$ cat config.mk
export PLATFORM = sky130hd
export DESIGN_NAME = far_ramp_cfg
export DESIGN_NICKNAME = d
export VERILOG_FILES = /design/src/hw/far_pkg.sv /design/src/hw/far_ramp.sv /design/src/hw/far_ramp_cfg.sv
export VERILOG_INCLUDE_DIRS = /design/src /design/src/hw
export SDC_FILE = /design/constraint.sdc
export NUM_CORES = 1
export LEC_CHECK = 0
export BUFFER_PORTS_ARGS = -buffer_cell sky130_fd_sc_hd__buf_4
export CORE_ASPECT_RATIO = 0.5
export CORE_MARGIN = 5
export CORE_UTILIZATION = 56
export CTS_CLUSTER_DIAMETER = 100
export DETAILED_ROUTE_END_ITERATION = 8
export PLACE_DENSITY = 0.84
export SKIP_LAST_GASP = 1
export SYNTH_ARGS = -nofsm -noshare
export SYNTH_HDL_FRONTEND = slang
export SYNTH_SLANG_ARGS = --single-unit
$ cat constraint.sdc
create_clock -name hclk -period 3.78 [get_ports hclk]
set_input_delay 0.378 -clock hclk [delete_from_list [all_inputs] [get_ports hclk]]
set_output_delay 0.378 -clock hclk [all_outputs]
set_load 0.02 [all_outputs]
$ cat src/hw/far_map.svh
// offsets, reset values, rate table and timing figures of the ramp block
`ifndef FAR_MAP_SVH
`define FAR_MAP_SVH

// ----------------------------------------
// register word indexes (byte address = 4 * index)
// ----------------------------------------
`define FAR_IDX_ACOU1   8'h62
`define FAR_IDX_CFG1    8'h40
`define FAR_IDX_FLOOR   8'h70
`define FAR_IDX_STAT    8'h71
`define FAR_IDX_NONE    8'hff

// ----------------------------------------
// reset values
// ----------------------------------------
`define FAR_ACOU1_RST   8'h00
`define FAR_FLOOR_RST   24'h000000

// ----------------------------------------
// duty steps per ramp step, by rate code
// ----------------------------------------
`define FAR_INC_0       8'h01
`define FAR_INC_1       8'h02
`define FAR_INC_2       8'h03
`define FAR_INC_3       8'h05
`define FAR_INC_4       8'h08
`define FAR_INC_5       8'h0c
`define FAR_INC_6       8'h18
`define FAR_INC_7       8'h30

// ----------------------------------------
// timing
// ----------------------------------------
`define FAR_CLK_KHZ     10000
`define FAR_RAMP_REF_MS 35000
`define FAR_RAMP_SPAN   171
`define FAR_SLOW_MULT   4
`define FAR_STEP_CYCLES (`FAR_RAMP_REF_MS * `FAR_CLK_KHZ / `FAR_RAMP_SPAN)

`endif

$ cat src/hw/far_pkg.sv
// types shared by the ramp configuration block
package far_pkg;

  // ----------------------------------------
  // bus carriers
  // ----------------------------------------
  typedef struct packed {
    logic        hsel;
    logic [31:0] haddr;
    logic [1:0]  htrans;
    logic        hwrite;
    logic [2:0]  hsize;
    logic        hready;
    logic [31:0] hwdata;
  } far_ahb_req_t;

  typedef struct packed {
    logic [31:0] hrdata;
    logic        hreadyout;
    logic        hresp;
  } far_ahb_rsp_t;

  typedef logic [2:0][7:0] far_duty3_t;

  // ----------------------------------------
  // register layout and states
  // ----------------------------------------
  typedef struct packed {
    logic       floor_duty_select_3;
    logic       floor_duty_select_2;
    logic       floor_duty_select_1;
    logic       sense_sync_all;
    logic       ramp_enable_1;
    logic [2:0] ramp_rate_select_1;
  } far_acou1_t;

  typedef enum logic [1:0] {
    FAR_BUS_IDLE = 2'b00,
    FAR_BUS_RDW  = 2'b01,
    FAR_BUS_RDD  = 2'b11,
    FAR_BUS_WR   = 2'b10
  } far_bus_st_t;

  typedef struct packed {
    far_bus_st_t bus_st;
    logic [7:0]  dp_idx;
    far_acou1_t  acou1;
    logic        lock;
    logic        slow;
    far_duty3_t  floor_duty;
    far_duty3_t  target;
    logic [31:0] hrdata;
    logic [23:0] tick_cnt;
    logic        tick;
  } far_state_t;

  typedef struct packed {
    logic [7:0] duty;
    logic [7:0] goal;
  } far_ramp_st_t;

endpackage

$ cat src/hw/far_ramp.sv
// stepping ramp for fan drive 1
`timescale 1ns/100ps
`include "far_map.svh"
module far_ramp (
  input  wire logic       hclk,
  input  wire logic       hresetn,
  input  wire logic       tick,
  input  wire logic       update,
  input  wire logic       enable,
  input  wire logic [2:0] rate,
  input  wire logic [7:0] target_in,
  output logic [7:0]      duty
);

  far_pkg::far_ramp_st_t s;
  far_pkg::far_ramp_st_t next_s;
  logic [7:0]            inc;

  // ----------------------------------------
  // rate table
  // ----------------------------------------
  always_comb begin
    case (rate)
      3'h0:    inc = `FAR_INC_0; // RULE1
      3'h1:    inc = `FAR_INC_1;
      3'h2:    inc = `FAR_INC_2;
      3'h3:    inc = `FAR_INC_3;
      3'h4:    inc = `FAR_INC_4;
      3'h5:    inc = `FAR_INC_5;
      3'h6:    inc = `FAR_INC_6;
      default: inc = `FAR_INC_7;
    endcase
  end

  // ----------------------------------------
  // stepping
  // ----------------------------------------
  always_comb begin
    next_s = s;
    if (update) begin
      next_s.goal = target_in;
    end
    if (!enable) begin
      // no ramp: new duty lands with the update itself
      if (update) begin
        next_s.duty = target_in; // RULE13
      end
    end else if (tick) begin
      // clamp so the last step never overshoots
      if (s.goal > s.duty) begin
        next_s.duty = (s.goal - s.duty > inc) ? s.duty + inc : s.goal; // RULE2
      end else if (s.goal < s.duty) begin
        next_s.duty = (s.duty - s.goal > inc) ? s.duty - inc : s.goal; // RULE2
      end
    end
  end

  always_ff @(posedge hclk or negedge hresetn) begin
    if (!hresetn) begin
      s <= '0;
    end else begin
      s <= next_s;
    end
  end

  assign duty = s.duty;
endmodule

$ cat src/hw/far_ramp_cfg.sv
// acoustic ramp configuration register and drive shaping for three fan drives
//
// The implementer's own choice: the AHB-Lite interface to the registers.
`timescale 1ns/100ps
`include "far_map.svh"
// Contract
// RULE1: bits 2:0 pick drive 1 step size: 1,2,3,5,8,12,24,48
// RULE2: with ramping on, drive 1 steps toward the new duty, never jumps
// RULE3: a 33%-to-100% ramp takes 35 s at code 0, scaled by step size
// RULE4: bit 3 set turns on gradual ramping for drive 1
// RULE5: bit 4 set syncs speed senses 2, 3 and 4 to drive 3
// RULE6: bit 4 clear syncs only speed senses 3 and 4 to drive 3
// RULE7: auto mode below threshold: drive 1 off, or at floor when bit 5 set
// RULE8: auto mode below threshold: drive 2 off, or at floor when bit 6 set
// RULE9: auto mode below threshold: drive 3 off, or at floor when bit 7 set
// RULE10: with the lock bit set, writes to this register are ignored
// RULE11: register resets to zero: no ramping, no floors
// RULE12: slow-ramp bit makes every ramp four times longer
// RULE13: ramping off: each new duty applies directly at the next update
module far_ramp_cfg #(
  parameter logic [23:0] STEP_CYCLES = 24'(`FAR_STEP_CYCLES)
) (
  input  wire logic                  hclk,
  input  wire logic                  hresetn,
  input  wire far_pkg::far_ahb_req_t ahb_req,
  output far_pkg::far_ahb_rsp_t      ahb_rsp,
  input  wire far_pkg::far_duty3_t   calc_duty,
  input  wire logic                  calc_update,
  input  wire logic [2:0]            auto_mode,
  input  wire logic [2:0]            below_hyst,
  output far_pkg::far_duty3_t        fan_drive,
  output logic [2:0]                 speed_sense_sync
);

  far_pkg::far_state_t s;
  far_pkg::far_state_t next_s;
  far_pkg::far_duty3_t want;
  logic [2:0]          floor_sel;
  logic [23:0]         period_m1;
  logic                take;
  logic                ready;
  logic [7:0]          addr_idx;
  logic [31:0]         rd_word;
  logic [7:0]          ramp_duty;

  // ----------------------------------------
  // floor selection per drive
  // ----------------------------------------
  assign floor_sel = {s.acou1.floor_duty_select_3,
                      s.acou1.floor_duty_select_2,
                      s.acou1.floor_duty_select_1};

  // below threshold minus hysteresis in auto mode the calculated duty
  // is replaced by zero or by the programmed floor
  for (genvar i = 0; i < 3; i++) begin : g_floor
    assign want[i] = (auto_mode[i] && below_hyst[i]) ?
                     (floor_sel[i] ? s.floor_duty[i] : 8'h00) : // RULE7 RULE8 RULE9
                     calc_duty[i];
  end

  // ----------------------------------------
  // ramp step period
  // ----------------------------------------
  // the step period changes only with the slow bit; step size sets the ramp time
  assign period_m1 = s.slow ? 24'(`FAR_SLOW_MULT * STEP_CYCLES - 1) // RULE12
                            : STEP_CYCLES - 24'h000001;             // RULE3

  // ----------------------------------------
  // bus decode
  // ----------------------------------------
  assign ready = (s.bus_st != far_pkg::FAR_BUS_RDW);
  assign take  = ahb_req.hsel && ahb_req.htrans[1] && ahb_req.hready;

  // anything beyond the low kilobyte maps to an index nobody answers
  assign addr_idx = (ahb_req.haddr[31:10] == 22'h000000) ?
                    ahb_req.haddr[9:2] : `FAR_IDX_NONE;

  always_comb begin
    case (s.dp_idx)
      `FAR_IDX_ACOU1: rd_word = {24'h000000, s.acou1};
      `FAR_IDX_CFG1:  rd_word = {30'h00000000, s.slow, s.lock};
      `FAR_IDX_FLOOR: rd_word = {8'h00, s.floor_duty};
      `FAR_IDX_STAT:  rd_word = {8'h00, s.target[2], s.target[1], ramp_duty};
      default:        rd_word = 32'h00000000;
    endcase
  end

  // ----------------------------------------
  // next state
  // ----------------------------------------
  always_comb begin
    next_s = s;
    next_s.tick = 1'b0;

    if (s.tick_cnt >= period_m1) begin
      next_s.tick_cnt = 24'h000000;
      next_s.tick     = 1'b1; // RULE3
    end else begin
      next_s.tick_cnt = s.tick_cnt + 24'h000001;
    end

    if (calc_update) begin
      next_s.target = want;
    end

    case (s.bus_st)
      far_pkg::FAR_BUS_WR: begin
        // lock freezes every config word, the lock itself included
        if (!s.lock) begin // RULE10
          case (s.dp_idx)
            `FAR_IDX_ACOU1: begin
              next_s.acou1 = far_pkg::far_acou1_t'(ahb_req.hwdata[7:0]); // RULE4
            end
            `FAR_IDX_CFG1: begin
              next_s.lock = ahb_req.hwdata[0];
              next_s.slow = ahb_req.hwdata[1];
            end
            `FAR_IDX_FLOOR: begin
              next_s.floor_duty = ahb_req.hwdata[23:0];
            end
            default: begin
            end
          endcase
        end
      end
      far_pkg::FAR_BUS_RDW: begin
        // one wait state so a read never sees a stale word
        next_s.hrdata = rd_word;
        next_s.bus_st = far_pkg::FAR_BUS_RDD;
      end
      default: begin
      end
    endcase

    if (s.bus_st != far_pkg::FAR_BUS_RDW) begin
      if (take) begin
        next_s.dp_idx = addr_idx;
        next_s.bus_st = ahb_req.hwrite ? far_pkg::FAR_BUS_WR : far_pkg::FAR_BUS_RDW;
      end else begin
        next_s.bus_st = far_pkg::FAR_BUS_IDLE;
      end
    end
  end

  // ----------------------------------------
  // state register
  // ----------------------------------------
  always_ff @(posedge hclk or negedge hresetn) begin
    if (!hresetn) begin
      s            <= '0;
      s.acou1      <= far_pkg::far_acou1_t'(`FAR_ACOU1_RST); // RULE11
      s.floor_duty <= `FAR_FLOOR_RST;
      s.bus_st     <= far_pkg::FAR_BUS_IDLE;
    end else begin
      s <= next_s;
    end
  end

  // ----------------------------------------
  // drive 1 ramp
  // ----------------------------------------
  far_ramp u_ramp (
    .hclk      (hclk),
    .hresetn   (hresetn),
    .tick      (s.tick),
    .update    (calc_update),
    .enable    (s.acou1.ramp_enable_1), // RULE4
    .rate      (s.acou1.ramp_rate_select_1),
    .target_in (want[0]),
    .duty      (ramp_duty)
  );

  // ----------------------------------------
  // outputs
  // ----------------------------------------
  assign fan_drive[0] = ramp_duty;
  assign fan_drive[1] = s.target[1];
  assign fan_drive[2] = s.target[2];

  // senses 3 and 4 always follow drive 3; sense 2 only on request
  assign speed_sense_sync = {2'b11, s.acou1.sense_sync_all}; // RULE5 RULE6

  assign ahb_rsp.hrdata    = s.hrdata;
  assign ahb_rsp.hreadyout = ready;
  assign ahb_rsp.hresp     = 1'b0;

  logic [24:0] gap;
  logic        gap_clean;

  // cycles since the last step, discarded when the slow bit moves
  always_ff @(posedge hclk or negedge hresetn) begin
    if (!hresetn) begin
      gap       <= 25'h0000000;
      gap_clean <= 1'b0;
    end else begin
      gap       <= s.tick ? 25'h0000001 : gap + 25'h0000001;
      gap_clean <= (s.tick || gap_clean) && (next_s.slow == s.slow);
    end
  end
endmodule

==> metrics.md, run 1 <==
| Metric | Value |
|---|---|
| Syn Inst Count | `854` |
| All-layer global routing usage | `0.240` |
| Top-Level Pins | `166` |
| Wl on met1 | `8570 um` |
| CP Launch Type | `flip-flop` |
| Max cap viols | `0` |
| DR vias | `6,553` |
| Synth-to-Final Area Change | `17.1%` |
| Nets | `1,098` |
| Port bufs | `140` |
| Layout cells sized above 1 | `0.241` |
| Setup bufs post-CTS | `0` |
| Worst hold-check path type | `in -> async` |
| Critical path fanouts, max | `6` |
| Ys flop type | `dfrtp_1` |
| CP arrival | `3.86 ns` |
| Final Max Tran Viols | `0` |
| Dpl cell area | `8830 um^2` |
| Remaining DRCs | `0` |
| Post-Route WL | `20,500 um` |
| Post-synth EDFFs | `0` |
| Die width | `180 um` |
| Drt pass-1 iters | `5` |
| F_max | `0.280 GHz` |
| Internal | `2890 uW` |
| Clock buffer depth | `2` |
| Worst endpoint required time | `4.07 ns` |
| Global-route wire length before repair | `33,000 um` |
| Lkg Pwr | `0.00466 uW` |
| H-tree levels | `4` |
| Power Dens Cells | `435 nW/um^2` |
| Clock Tree Root | `clkbuf_16` |
| Comb power frac | `0.250` |
| Synth area leaders | `dfrtp_1, ha_1, buf_4, mux2_2, nor2_1` |
| RSZ-0062 raised after global routing | `false` |
| Outcome | `complete, no violations` |
| Final setup fails | `0` |
| Leading cell type by number of instances after synthesis | `dfrtp_1` |
| Antenna violations before repair | `0` |
| Hold_buf cts | `0` |
| Post-Route Skew | `0.00771 ns` |
| Synth warn | `0` |
| Antenna Cells | `0` |
| DR top layer | `met4` |
| Sink Count | `125` |
| Kind of critical path | `reg -> reg` |
| Clock power frac | `0.395` |
| Worst VDD drop | `0.000415 V` |
| Core Area | `13,800 um^2` |
| Starting density of the core | `0.582` |
| Part of the power in registers | `0.355` |
| Grt ovf | `0` |
| Final hold violations | `0` |
| Drt initial violations | `435` |
| Chip height | `94.8 um` |
| Placer Congestion | `0.944` |
| Vias in the first global route | `6,684` |
| Max transition margin | `0.400` |
| Post-DR vias/cell | `5.75` |
| Num CTS Buffers | `17` |
| DR WL met3 | `863 um` |
| Final Cell Area | `9420 um^2` |
| Tcrit/Tclk final | `0.944` |
| Cell accounting for the most synthesized area | `dfrtp_1` |
| Synth async-reset ratio | `1.00` |
| Crit. End Element | `flip-flop` |
| Rows | `30` |
| Psw | `1210 uW` |
| TritonCTS clock tree | `yes` |
| Post-synth top area share | `0.389` |
| Min Tclk post-route | `3.57 ns` |
| Post-synthesis register bit count | `125` |
| HPWL after DPL | `14,700 um` |
| Library cells used by synthesis | `72` |
| CTS clock-pin slew for the worst setup and hold paths | `0.05 ns` |
| Switching part of the total | `0.294` |
| DIE AREA | `17,000 um^2` |
| Slew @ Worst Pin | `0.896 ns` |
| Seq/Total Area, Yosys | `0.389` |
| WL per Instance | `18.0 um` |
| Clk Latency, worst-skew pair | `0.41 ns` |
| # resized after CTS | `0` |
| Syn_area_per_cell | `9.42 um^2` |
| Cell Area, Synth | `8050 um^2` |
| Sum of negative setup slack | `0 ns` |
| DRT antenna net count | `0` |
| DR WL met2 | `10,600 um` |
| Most frequent cells after synthesis | `dfrtp_1, nor2_1, nand2_1` |
| Largest net degree at the start of global routing | `126` |
==> layer usage <==
layer  global-route usage  vias to the layer above
li1                     -                     3106
met1                0.283                     3223
met2                0.445                      187
met3               0.0477                       37
met4               0.0792                        0
met5                    0                        -
==> layout by cell type, fill, tap and decap left out, types with 6 or more instances in the layout <==
cell type / synthesis / routed
a21o_1: 10 / 10
a21oi_1: 42 / 42
a31oi_1: 21 / 21
and2_1: 8 / 8
and3_1: 15 / 15
buf_4: 62 / 147
clkbuf_16: 0 / 17
conb_1: 2 / 11
dfrtp_1: 125 / 124
ha_1: 53 / 52
inv_1: 40 / 39
mux2_2: 32 / 32
mux2i_1: 25 / 25
nand2_1: 70 / 70
nand3_1: 39 / 39
nand4_1: 10 / 10
nor2_1: 79 / 79
o21a_1: 6 / 6
o21ai_0: 46 / 45
o22a_1: 9 / 9
xnor2_1: 16 / 16
xor2_1: 18 / 18
==> power by group through the flow <==
stage	sequential, uW	clock [uW]	combinational [uW]
6_report	1450	1620	1020
3_3_place_gp	1470	0	966
2_1_floorplan	1450	0	751
5_1_grt	1460	1710	1120
4_1_cts	1450	1630	1010
3_5_place_dp	1470	0	1000
==> critical path, stage by stage, from the launching register on <==
cell and delay [ns]:
dfrtp_1 0.41, inv_1 0.09, ha_1 0.16, inv_1 0.05
fa_1 0.40, a21o_1 0.22, a21oi_1 0.20, xnor2_1 0.14
ha_1 0.26, o21a_1 0.17, o22ai_1 0.12, a21oi_1 0.09
a211oi_4 0.43, nor3_1 0.08, a311oi_1 0.31, o221ai_1 0.18
o211a_1 0.13
==> final timing paths <==
check                                 endpoint  slack [ns]        start  depth (start not counted)
worst max-delay path            u_ramp.duty[2]        0.21  u_ramp.s[0]                         16
worst min-delay path               ahb_rsp[20]        0.05      hresetn                          2
worst max register to register  u_ramp.duty[2]        0.21  u_ramp.s[0]                         16
worst min register to register     ahb_rsp[13]        0.48  ahb_rsp[13]                          2
max in group asynchronous       u_ramp.duty[0]        3.19      hresetn                          2
min in group hclk                       s[119]        0.18  ahb_req[45]                          2
==> metrics by stage <==
step | hold WS, ns | instances | power (uW) | setup WS (ns) | utilization
3_3_place_gp | 0.465 | 1109 | 2440 | 0.240 | 0.639
3_5_place_dp | 0.476 | 1109 | 2480 | 0.143 | 0.639
6_report | 0.0499 | 1139 | 4100 | 0.213 | 0.682
5_1_grt | 0.119 | 1139 | 4290 | 0.0182 | 0.682
4_1_cts | 0.106 | 1139 | 4090 | 0.117 | 0.682
2_1_floorplan | 0.0824 | 863 | 2200 | 0.282 | -
==> kinds of logic (layout without fill, tap and decap cells) <==
family                     after synthesis  after routing  synth area share
buffers and inverters                  135            219            0.0970
xor gates and xnor gates                34             34            0.0370
other                                    2             11          0.000933
and+or+nand+nor                        264            264             0.158
muxes                                   58             58            0.0778
DFF                                    125            125             0.389
AOI/OAI and AO/OA                      179            179             0.148
adders and majority gates               57             57            0.0924
==> sequential cells by signal (all words and copies together), names as in the netlist <==
name / flops
fan_drive: 16
u_ramp.s: 8
ahb_rsp: 24
s: 65
floor_sel: 3
u_ramp.duty: 8
speed_sense_sync: 1
==> final cells by class <==
cell class                 count  area (um^2)
clock buffer                  23          468
timing repair buffer         149         1140
clock inverter                 7          114
sequential                   125         3130
tap                          192          240
multi-input combinational    603         4180
inverter                      40          150
fill                        1065         4390
No activity file was read; power rests on OpenSTA's default activity.
==> run 2: changes to the inputs <==
--- a/config.mk
+++ b/config.mk
@@ -7,12 +7,14 @@
 export NUM_CORES = 1
 export LEC_CHECK = 0
 export BUFFER_PORTS_ARGS = -buffer_cell sky130_fd_sc_hd__buf_4
+export CAP_MARGIN = 20
 export CORE_ASPECT_RATIO = 0.5
 export CORE_MARGIN = 5
-export CORE_UTILIZATION = 56
+export CORE_UTILIZATION = 60
 export CTS_CLUSTER_DIAMETER = 100
 export DETAILED_ROUTE_END_ITERATION = 8
-export PLACE_DENSITY = 0.84
+export GPL_TIMING_DRIVEN = 0
+export PLACE_DENSITY = 0.89
 export SKIP_LAST_GASP = 1
 export SYNTH_ARGS = -nofsm -noshare
 export SYNTH_HDL_FRONTEND = slang
==> constraint.sdc (replaced) <==
create_clock -name hclk -period 4.13 [get_ports hclk]
set_input_delay 0.413 -clock hclk [delete_from_list [all_inputs] [get_ports hclk]]
set_output_delay 0.413 -clock hclk [all_outputs]
set_load 0.02 [all_outputs]
==> metrics.md, run 2 (same netlist as run 1, synthesis figures left out) <==
| Metric | Value |
|---|---|
| Sequential Area | `3130 um^2 (unchanged)` |
| Clock power frac | `0.413 (was 0.395)` |
| Final setup fails | `0 (unchanged)` |
| Post-layout util | `0.779 (was 0.682)` |
| Drt pass-1 iters | `5 (unchanged)` |
| Psw | `1190 uW (was 1210 uW)` |
| Switching part of the total | `0.297 (was 0.294)` |
| Top-Level Pins | `166 (unchanged)` |
| Starting density of the core | `0.625 (was 0.582)` |
| Rows | `29 (was 30)` |
| Grt ovf | `0 (unchanged)` |
| Multi-input logic area | `4180 um^2 (about the same)` |
| Core Area | `12,900 um^2 (was 13,800 um^2)` |
| Setup bufs post-CTS | `0 (unchanged)` |
| Clock Tree Root | `clkbuf_16 (unchanged)` |
| Global-route wire length before repair | `38,000 um (was 33,000 um)` |
| CP Launch Type | `flip-flop (unchanged)` |
| Post-Route Skew | `0.0114 ns (was 0.00771 ns)` |
| TritonCTS clock tree | `yes (unchanged)` |
| Tcrit/Tclk final | `0.919 (was 0.944)` |
| F_max | `0.264 GHz (was 0.280 GHz)` |
| CP arrival | `4.15 ns (was 3.86 ns)` |
| FF-to-FF path depth | `15 (was 16)` |
| Register-to-register path setup slack | `0.34 ns (was 0.21 ns)` |
| Worst R2R End | `u_ramp.duty[0] (was u_ramp.duty[2])` |
| Fillers | `773 (was 1,065)` |
| Pwr Total | `4010 uW (was 4100 uW)` |
| HP Start | `ahb_req[36]` |
| Outcome | `complete, no violations (unchanged)` |
| All-layer global routing usage | `0.296 (was 0.240)` |
| Number of flip-flops in the largest register | `65 (unchanged)` |
| Max transition margin | `0.383 (was 0.400)` |
| Antenna violations before repair | `0 (unchanged)` |
| Die width | `174 um (was 180 um)` |
| Clk Latency, worst-skew pair | `0.44 ns (was 0.41 ns)` |
| Layout cells sized above 1 | `0.282 (was 0.241)` |
| Finished Layout Cells | `1,206 (was 1,139)` |
| Worst r2r src | `u_ramp.duty[1] (was u_ramp.s[0])` |
| Most frequent cells in the layout | `buf_4, dfrtp_1, nor2_1 (unchanged)` |
| Largest net degree at the start of global routing | `86 (was 126)` |
| H-tree levels | `4 (unchanged)` |
| Drt initial violations | `685 (was 435)` |
| Remaining DRCs | `0 (unchanged)` |
| Comb power frac | `0.254 (was 0.250)` |
| Final Max Tran Viols | `0 (unchanged)` |
| HPWL after DPL | `16,400 um (was 14,700 um)` |
| Worst endpoint required time | `4.49 ns (was 4.07 ns)` |
| Antenna Cells | `0 (unchanged)` |
| Post-DR vias/cell | `6.04 (was 5.75)` |
| Internal | `2820 uW (was 2890 uW)` |
| # placed instances | `1,173 (was 1,109)` |
| Smallest setup slack after layout | `0.336 ns (was 0.213 ns)` |
| Worst hold-check path type | `in -> reg (was in -> async)` |
| Max cap viols | `0 (unchanged)` |
| DIE AREA | `16,000 um^2 (was 17,000 um^2)` |
| Slew @ Worst Pin | `0.925 ns (was 0.896 ns)` |
| Vias in the first global route | `7,608 (was 6,684)` |
| Largest Register | `s (unchanged)` |
| Min Tclk post-route | `3.79 ns (was 3.57 ns)` |
| Sum of negative setup slack | `0 ns (unchanged)` |
| CTS clock-pin slew for the worst setup and hold paths | `0.06 ns (was 0.05 ns)` |
| Part of the power in registers | `0.333 (was 0.355)` |
| Power Dens Cells | `400 nW/um^2 (was 435 nW/um^2)` |
| Critical path fanouts, max | `10 (was 6)` |
| DRT antenna net count | `0 (unchanged)` |
| Post-Route WL | `23,900 um (was 20,500 um)` |
| Worst VDD drop | `0.000341 V (was 0.000415 V)` |
| Lkg Pwr | `0.00505 uW (was 0.00466 uW)` |
| WL per Instance | `19.8 um (was 18.0 um)` |
| Hold Crit Depth | `2` |
| Kind of critical path | `reg -> reg (unchanged)` |
| RSZ-0062 raised after global routing | `false (unchanged)` |
| Dpl ws | `0.0731 ns (was 0.143 ns)` |
| Nets | `1,185 (was 1,098)` |
| Final hold violations | `0 (unchanged)` |
| Commonest non-fill, non-tap cell in the layout | `buf_4 (unchanged)` |
| Sink Count | `125 (unchanged)` |
| DR vias | `7,289 (was 6,553)` |
| Clock buffer depth | `2 (unchanged)` |
| Hold endpoint | `s[123]` |
| Num CTS Buffers | `17 (unchanged)` |
| Chip height | `91.9 um (was 94.8 um)` |
| Synth-to-Final Area Change | `24.7% (was 17.1%)` |
| Placer Congestion | `0.911 (was 0.944)` |
| Port bufs | `139 (was 140)` |
| Crit. End Element | `flip-flop (unchanged)` |
-- run 2: worst max-delay path by stage --
stage / startpoint / endpoint / slack (ns) / cells past startpoint
CTS: u_ramp.duty[1] / u_ramp.duty[0] / 0.07 / 14
floorplan: u_ramp.duty[1] / u_ramp.duty[0] / 0.63 / 14
global placement: u_ramp.duty[1] / u_ramp.duty[0] / 0.16 / 14
finish: u_ramp.duty[1] / u_ramp.duty[0] / 0.34 / 15
global route: u_ramp.duty[1] / u_ramp.duty[3] / 0.10 / 15
detailed placement: u_ramp.duty[1] / u_ramp.duty[0] / 0.07 / 14
-- run 2: layer usage --
metal,up-vias,GRT usage,part of all wire
met5,-,0,0
met4,0,0.153,0.040
met3,93,0.0571,0.074
met2,414,0.525,0.51
met1,3509,0.347,0.37
li1,3273,-,-
-- run 2: power by group through the flow --
stage / Combinational [uW] / Clock (uW) / Sequential [uW]
2_1_floorplan: 688 / 0 / 1330
5_1_grt: 1110 / 1710 / 1340
3_3_place_gp: 948 / 0 / 1350
6_report: 1020 / 1660 / 1330
3_5_place_dp: 989 / 0 / 1350
4_1_cts: 1000 / 1650 / 1330
-- run 2: metrics by stage --
step | cell area [um^2] | hold slack [ns]
floorplan | 8080 | 0.117
global placement | 9340 | 0.465
detailed placement | 9370 | 0.351
CTS | 10000 | 0.186
global route | 10000 | 0.199
finish | 10000 | 0.191
-- run 2: worst max-delay path: stages (launching register included) --
cell	delay (ns)
dfrtp_2	0.48
inv_1	0.23
ha_1	0.30
nor2b_1	0.15
o21a_1	0.18
or2_2	0.30
a21o_1	0.18
a21oi_1	0.18
xnor2_1	0.09
ha_1	0.30
nand4_1	0.09
o21ai_1	0.26
o32ai_4	0.22
o21a_4	0.31
mux2_4	0.32
a21oi_2	0.13
-- run 2: area by class of cell --
cell class | count | area share
plain buffers | 95 | 0.0629
clock buffers | 20 | 0.0455
clock inverters | 12 | 0.0191
inverters | 40 | 0.0150
multi-input cells | 603 | 0.416
flip-flops and latches | 125 | 0.312
well taps | 170 | 0.0212
repair buffers | 141 | 0.108
-- run 2: repair_timing --
action	in CTS	in global routing
endpoints found under the setup margin	0	7
hold buffers	1	0
resized for setup	0	3
endpoints found under the hold margin	40	0
==> run 3: changes to the inputs <==
--- a/config.mk
+++ b/config.mk
@@ -14,7 +14,7 @@
 export CTS_CLUSTER_DIAMETER = 100
 export DETAILED_ROUTE_END_ITERATION = 8
 export GPL_TIMING_DRIVEN = 0
-export PLACE_DENSITY = 0.89
+export PLACE_DENSITY = 0.86
 export SKIP_LAST_GASP = 1
 export SYNTH_ARGS = -nofsm -noshare
 export SYNTH_HDL_FRONTEND = slang
==> metrics.md, run 3 (same netlist as run 1, synthesis figures left out) <==
| Metric | Value |
|---|---|
| Comb power frac | `0.267 (was 0.254)` |
| Kind of critical path | `reg -> reg (unchanged)` |
| Final setup fails | `0 (unchanged)` |
| Pwr Total | `3790 uW (was 4010 uW)` |
| Largest net degree at the start of global routing | `91 (was 86)` |
| Drt initial violations | `659 (was 685)` |
| Critical path fanouts, max | `10 (unchanged)` |
| Final hold violations | `0 (unchanged)` |
| DIE AREA | `16,000 um^2 (unchanged)` |
| Worst VDD drop | `0.000350 V (was 0.000341 V)` |
| Commonest non-fill, non-tap cell in the layout | `buf_4 (unchanged)` |
| Worst R2R End | `u_ramp.duty[0] (unchanged)` |
| CP max stage cell | `dfrtp_2 (unchanged)` |
| HPWL after DPL | `16,000 um (was 16,400 um)` |
| Tcrit/Tclk final | `0.919 (about the same)` |
| Post-DR vias/cell | `5.96 (was 6.04)` |
| Hold endpoint | `s[116] (was s[123])` |
| Outcome | `complete, no violations (unchanged)` |
| Vias in the first global route | `7,545 (was 7,608)` |
| Grt ovf | `0 (unchanged)` |
| Placer Congestion | `0.898 (was 0.911)` |
| Largest Register | `s (unchanged)` |
| Multi-input logic area | `4180 um^2 (unchanged)` |
| RSZ-0062 raised after global routing | `false (unchanged)` |
| WL per Instance | `19.1 um (was 19.8 um)` |
| Sink Count | `125 (unchanged)` |
| Min Tclk post-route | `3.79 ns (about the same)` |
| Final Cell Area | `9950 um^2 (was 10,000 um^2)` |
| Max cap viols | `0 (unchanged)` |
| Final Max Tran Viols | `0 (unchanged)` |
| H-tree levels | `4 (unchanged)` |
| HP Start | `ahb_req[42] (was ahb_req[36])` |
| Setup bufs post-CTS | `0 (unchanged)` |
| Worst r2r src | `u_ramp.duty[1] (unchanged)` |
| All-layer global routing usage | `0.287 (was 0.296)` |
| Top-Level Pins | `166 (unchanged)` |
| F_max | `0.264 GHz (unchanged)` |
| Core Area | `12,900 um^2 (unchanged)` |
| DR vias | `7,182 (was 7,289)` |
| Switching part of the total | `0.309 (was 0.297)` |
| Clock Tree Root | `clkbuf_16 (unchanged)` |
| Number of flip-flops in the largest register | `65 (unchanged)` |
| Critical path's most frequent cell | `ha_1 (unchanged)` |
| CP bufs+invs | `1 (unchanged)` |
| Dpl cell area | `9370 um^2 (unchanged)` |
| Slew @ Worst Pin | `0.963 ns (was 0.925 ns)` |
| Antenna violations before repair | `0 (unchanged)` |
| Internal | `2620 uW (was 2820 uW)` |
| Crit. End Element | `flip-flop (unchanged)` |
| Top delay family on crit path | `compound AO/OA/AOI/OAI gates (unchanged)` |
| CP arrival | `4.14 ns (was 4.15 ns)` |
| Sequential Area | `3130 um^2 (unchanged)` |
| Num CTS Buffers | `17 (unchanged)` |
| Layout cells sized above 1 | `0.281 (was 0.282)` |
| Post-Route WL | `23,000 um (was 23,900 um)` |
| DRT antenna net count | `0 (unchanged)` |
| Remaining DRCs | `0 (unchanged)` |
| Max transition margin | `0.358 (was 0.383)` |
| CTS clock-pin slew for the worst setup and hold paths | `0.06 ns (about the same)` |
| Starting density of the core | `0.625 (unchanged)` |
| Drt pass-1 iters | `5 (unchanged)` |
| Most frequent cells in the layout | `buf_4, dfrtp_1, nor2_1 (unchanged)` |
| Lkg Pwr | `0.00501 uW (was 0.00505 uW)` |
| Chip height | `91.9 um (unchanged)` |
| Psw | `1170 uW (was 1190 uW)` |
| Register-to-register path setup slack | `0.34 ns (about the same)` |
| Worst hold-check path type | `in -> reg (unchanged)` |
| Power Dens Cells | `380 nW/um^2 (was 400 nW/um^2)` |
| Hold Crit Depth | `2 (unchanged)` |
| Clock buffer depth | `2 (unchanged)` |
| Die width | `174 um (unchanged)` |
| Antenna Cells | `0 (unchanged)` |
| Clk Latency, worst-skew pair | `0.41 ns (was 0.44 ns)` |
| CP Launch Type | `flip-flop (unchanged)` |
| Post-Route Skew | `0.00717 ns (was 0.0114 ns)` |
| FF-to-FF path depth | `15 (unchanged)` |
| Crit-path cells | `inv_1 -> ha_1 -> nor2b_1 -> o21a_1 -> or2_2 -> a21o_1 -> a21oi_1 -> xnor2_1 -> ha_1 -> nand4_1 -> o21ai_1 -> o32ai_4 -> o21a_4 -> mux2_4 -> a21oi_2 (unchanged)` |
| Part of the power in registers | `0.352 (was 0.333)` |
| Synth-to-Final Area Change | `23.7% (was 24.7%)` |
| Global-route wire length before repair | `37,400 um (was 38,000 um)` |
| Clock power frac | `0.381 (was 0.413)` |
| TritonCTS clock tree | `yes (unchanged)` |
| Rows | `29 (unchanged)` |
| Port bufs | `139 (unchanged)` |
| Nets | `1,185 (unchanged)` |
| Worst endpoint required time | `4.47 ns (was 4.49 ns)` |
| Crit path largest cell delay | `0.48 ns (about the same)` |
| Fillers | `849 (was 773)` |
run 3: changes by cell type in the layout (fill, tap and decap cells not counted), sizes merged:
cell | before | now
bufinv | 5 | 2
clkinvlp | 1 | 3
clkinv | 6 | 7
run 3: worst reg2reg max path, stage by stage, from the launching register on:
cell     delay (ns)
dfrtp_2        0.48
inv_1          0.24
ha_1           0.30
nor2b_1        0.15
o21a_1         0.18
or2_2          0.29
a21o_1         0.18
a21oi_1        0.18
xnor2_1        0.09
ha_1           0.29
nand4_1        0.09
o21ai_1        0.27
o32ai_4        0.22
o21a_4         0.31
mux2_4         0.32
a21oi_2        0.14
run 3: repair_timing:
action	CTS	global route
gates cloned	0	0
gates resized for setup	1	2
hold buffers	1	0
setup endpoints to repair	4	7
endpoints found under the hold margin	35	0
run 3: power by group through the flow:
stage,clock (uW),sequential [uW],combinational [uW]
4_1_cts,1450,1330,1000
3_3_place_gp,0,1350,950
2_1_floorplan,0,1330,688
5_1_grt,1500,1340,1110
6_report,1440,1330,1010
3_5_place_dp,0,1350,985
run 3: area by class of cell:
| class | count | area share |
|---|---|---|
| Buffer | 95 | 0.0634 |
| Clock buffer | 20 | 0.0449 |
| Clock inverter | 12 | 0.0122 |
| Inverter | 40 | 0.0151 |
| Multi-Input combinational cell | 603 | 0.420 |
| Sequential cell | 125 | 0.314 |
| Tap cell | 170 | 0.0214 |
| Timing Repair Buffer | 141 | 0.109 |
run 3: how the worst max path moves through the flow:
stage	startpoint	endpoint	slack (ns)	depth (start not counted)
final	u_ramp.duty[1]	u_ramp.duty[0]	0.34	15
after global routing	u_ramp.duty[1]	u_ramp.duty[5]	0.07	15
after CTS	u_ramp.duty[1]	u_ramp.duty[0]	0.04	15
after detailed placement	u_ramp.duty[1]	u_ramp.duty[3]	-0.02	14
after global placement	u_ramp.duty[1]	u_ramp.duty[0]	0.14	14
after floorplan	u_ramp.duty[1]	u_ramp.duty[0]	0.63	14
run 3: metal layers:
layer / vias to the layer above / track usage / routed length (um)
met3: 87 / 0.0575 / 1330
met2: 327 / 0.518 / 12000
met5: - / 0 / 0
met4: 0 / 0.113 / 718
li1: 3281 / - / -
met1: 3487 / 0.342 / 8970
run 3: stage by stage:
stage	utilization	TNS (ns)	hold slack, ns	worst slack [ns]	instances
after floorplan	-	0	0.117	0.632	863
after global placement	0.725	0	0.464	0.135	1172
after detailed placement	0.727	-0.0306	0.329	-0.0157	1173
after CTS	0.773	0	0.212	0.0423	1206
after global routing	0.773	0	0.220	0.0671	1206
final	0.773	0	0.213	0.336	1206
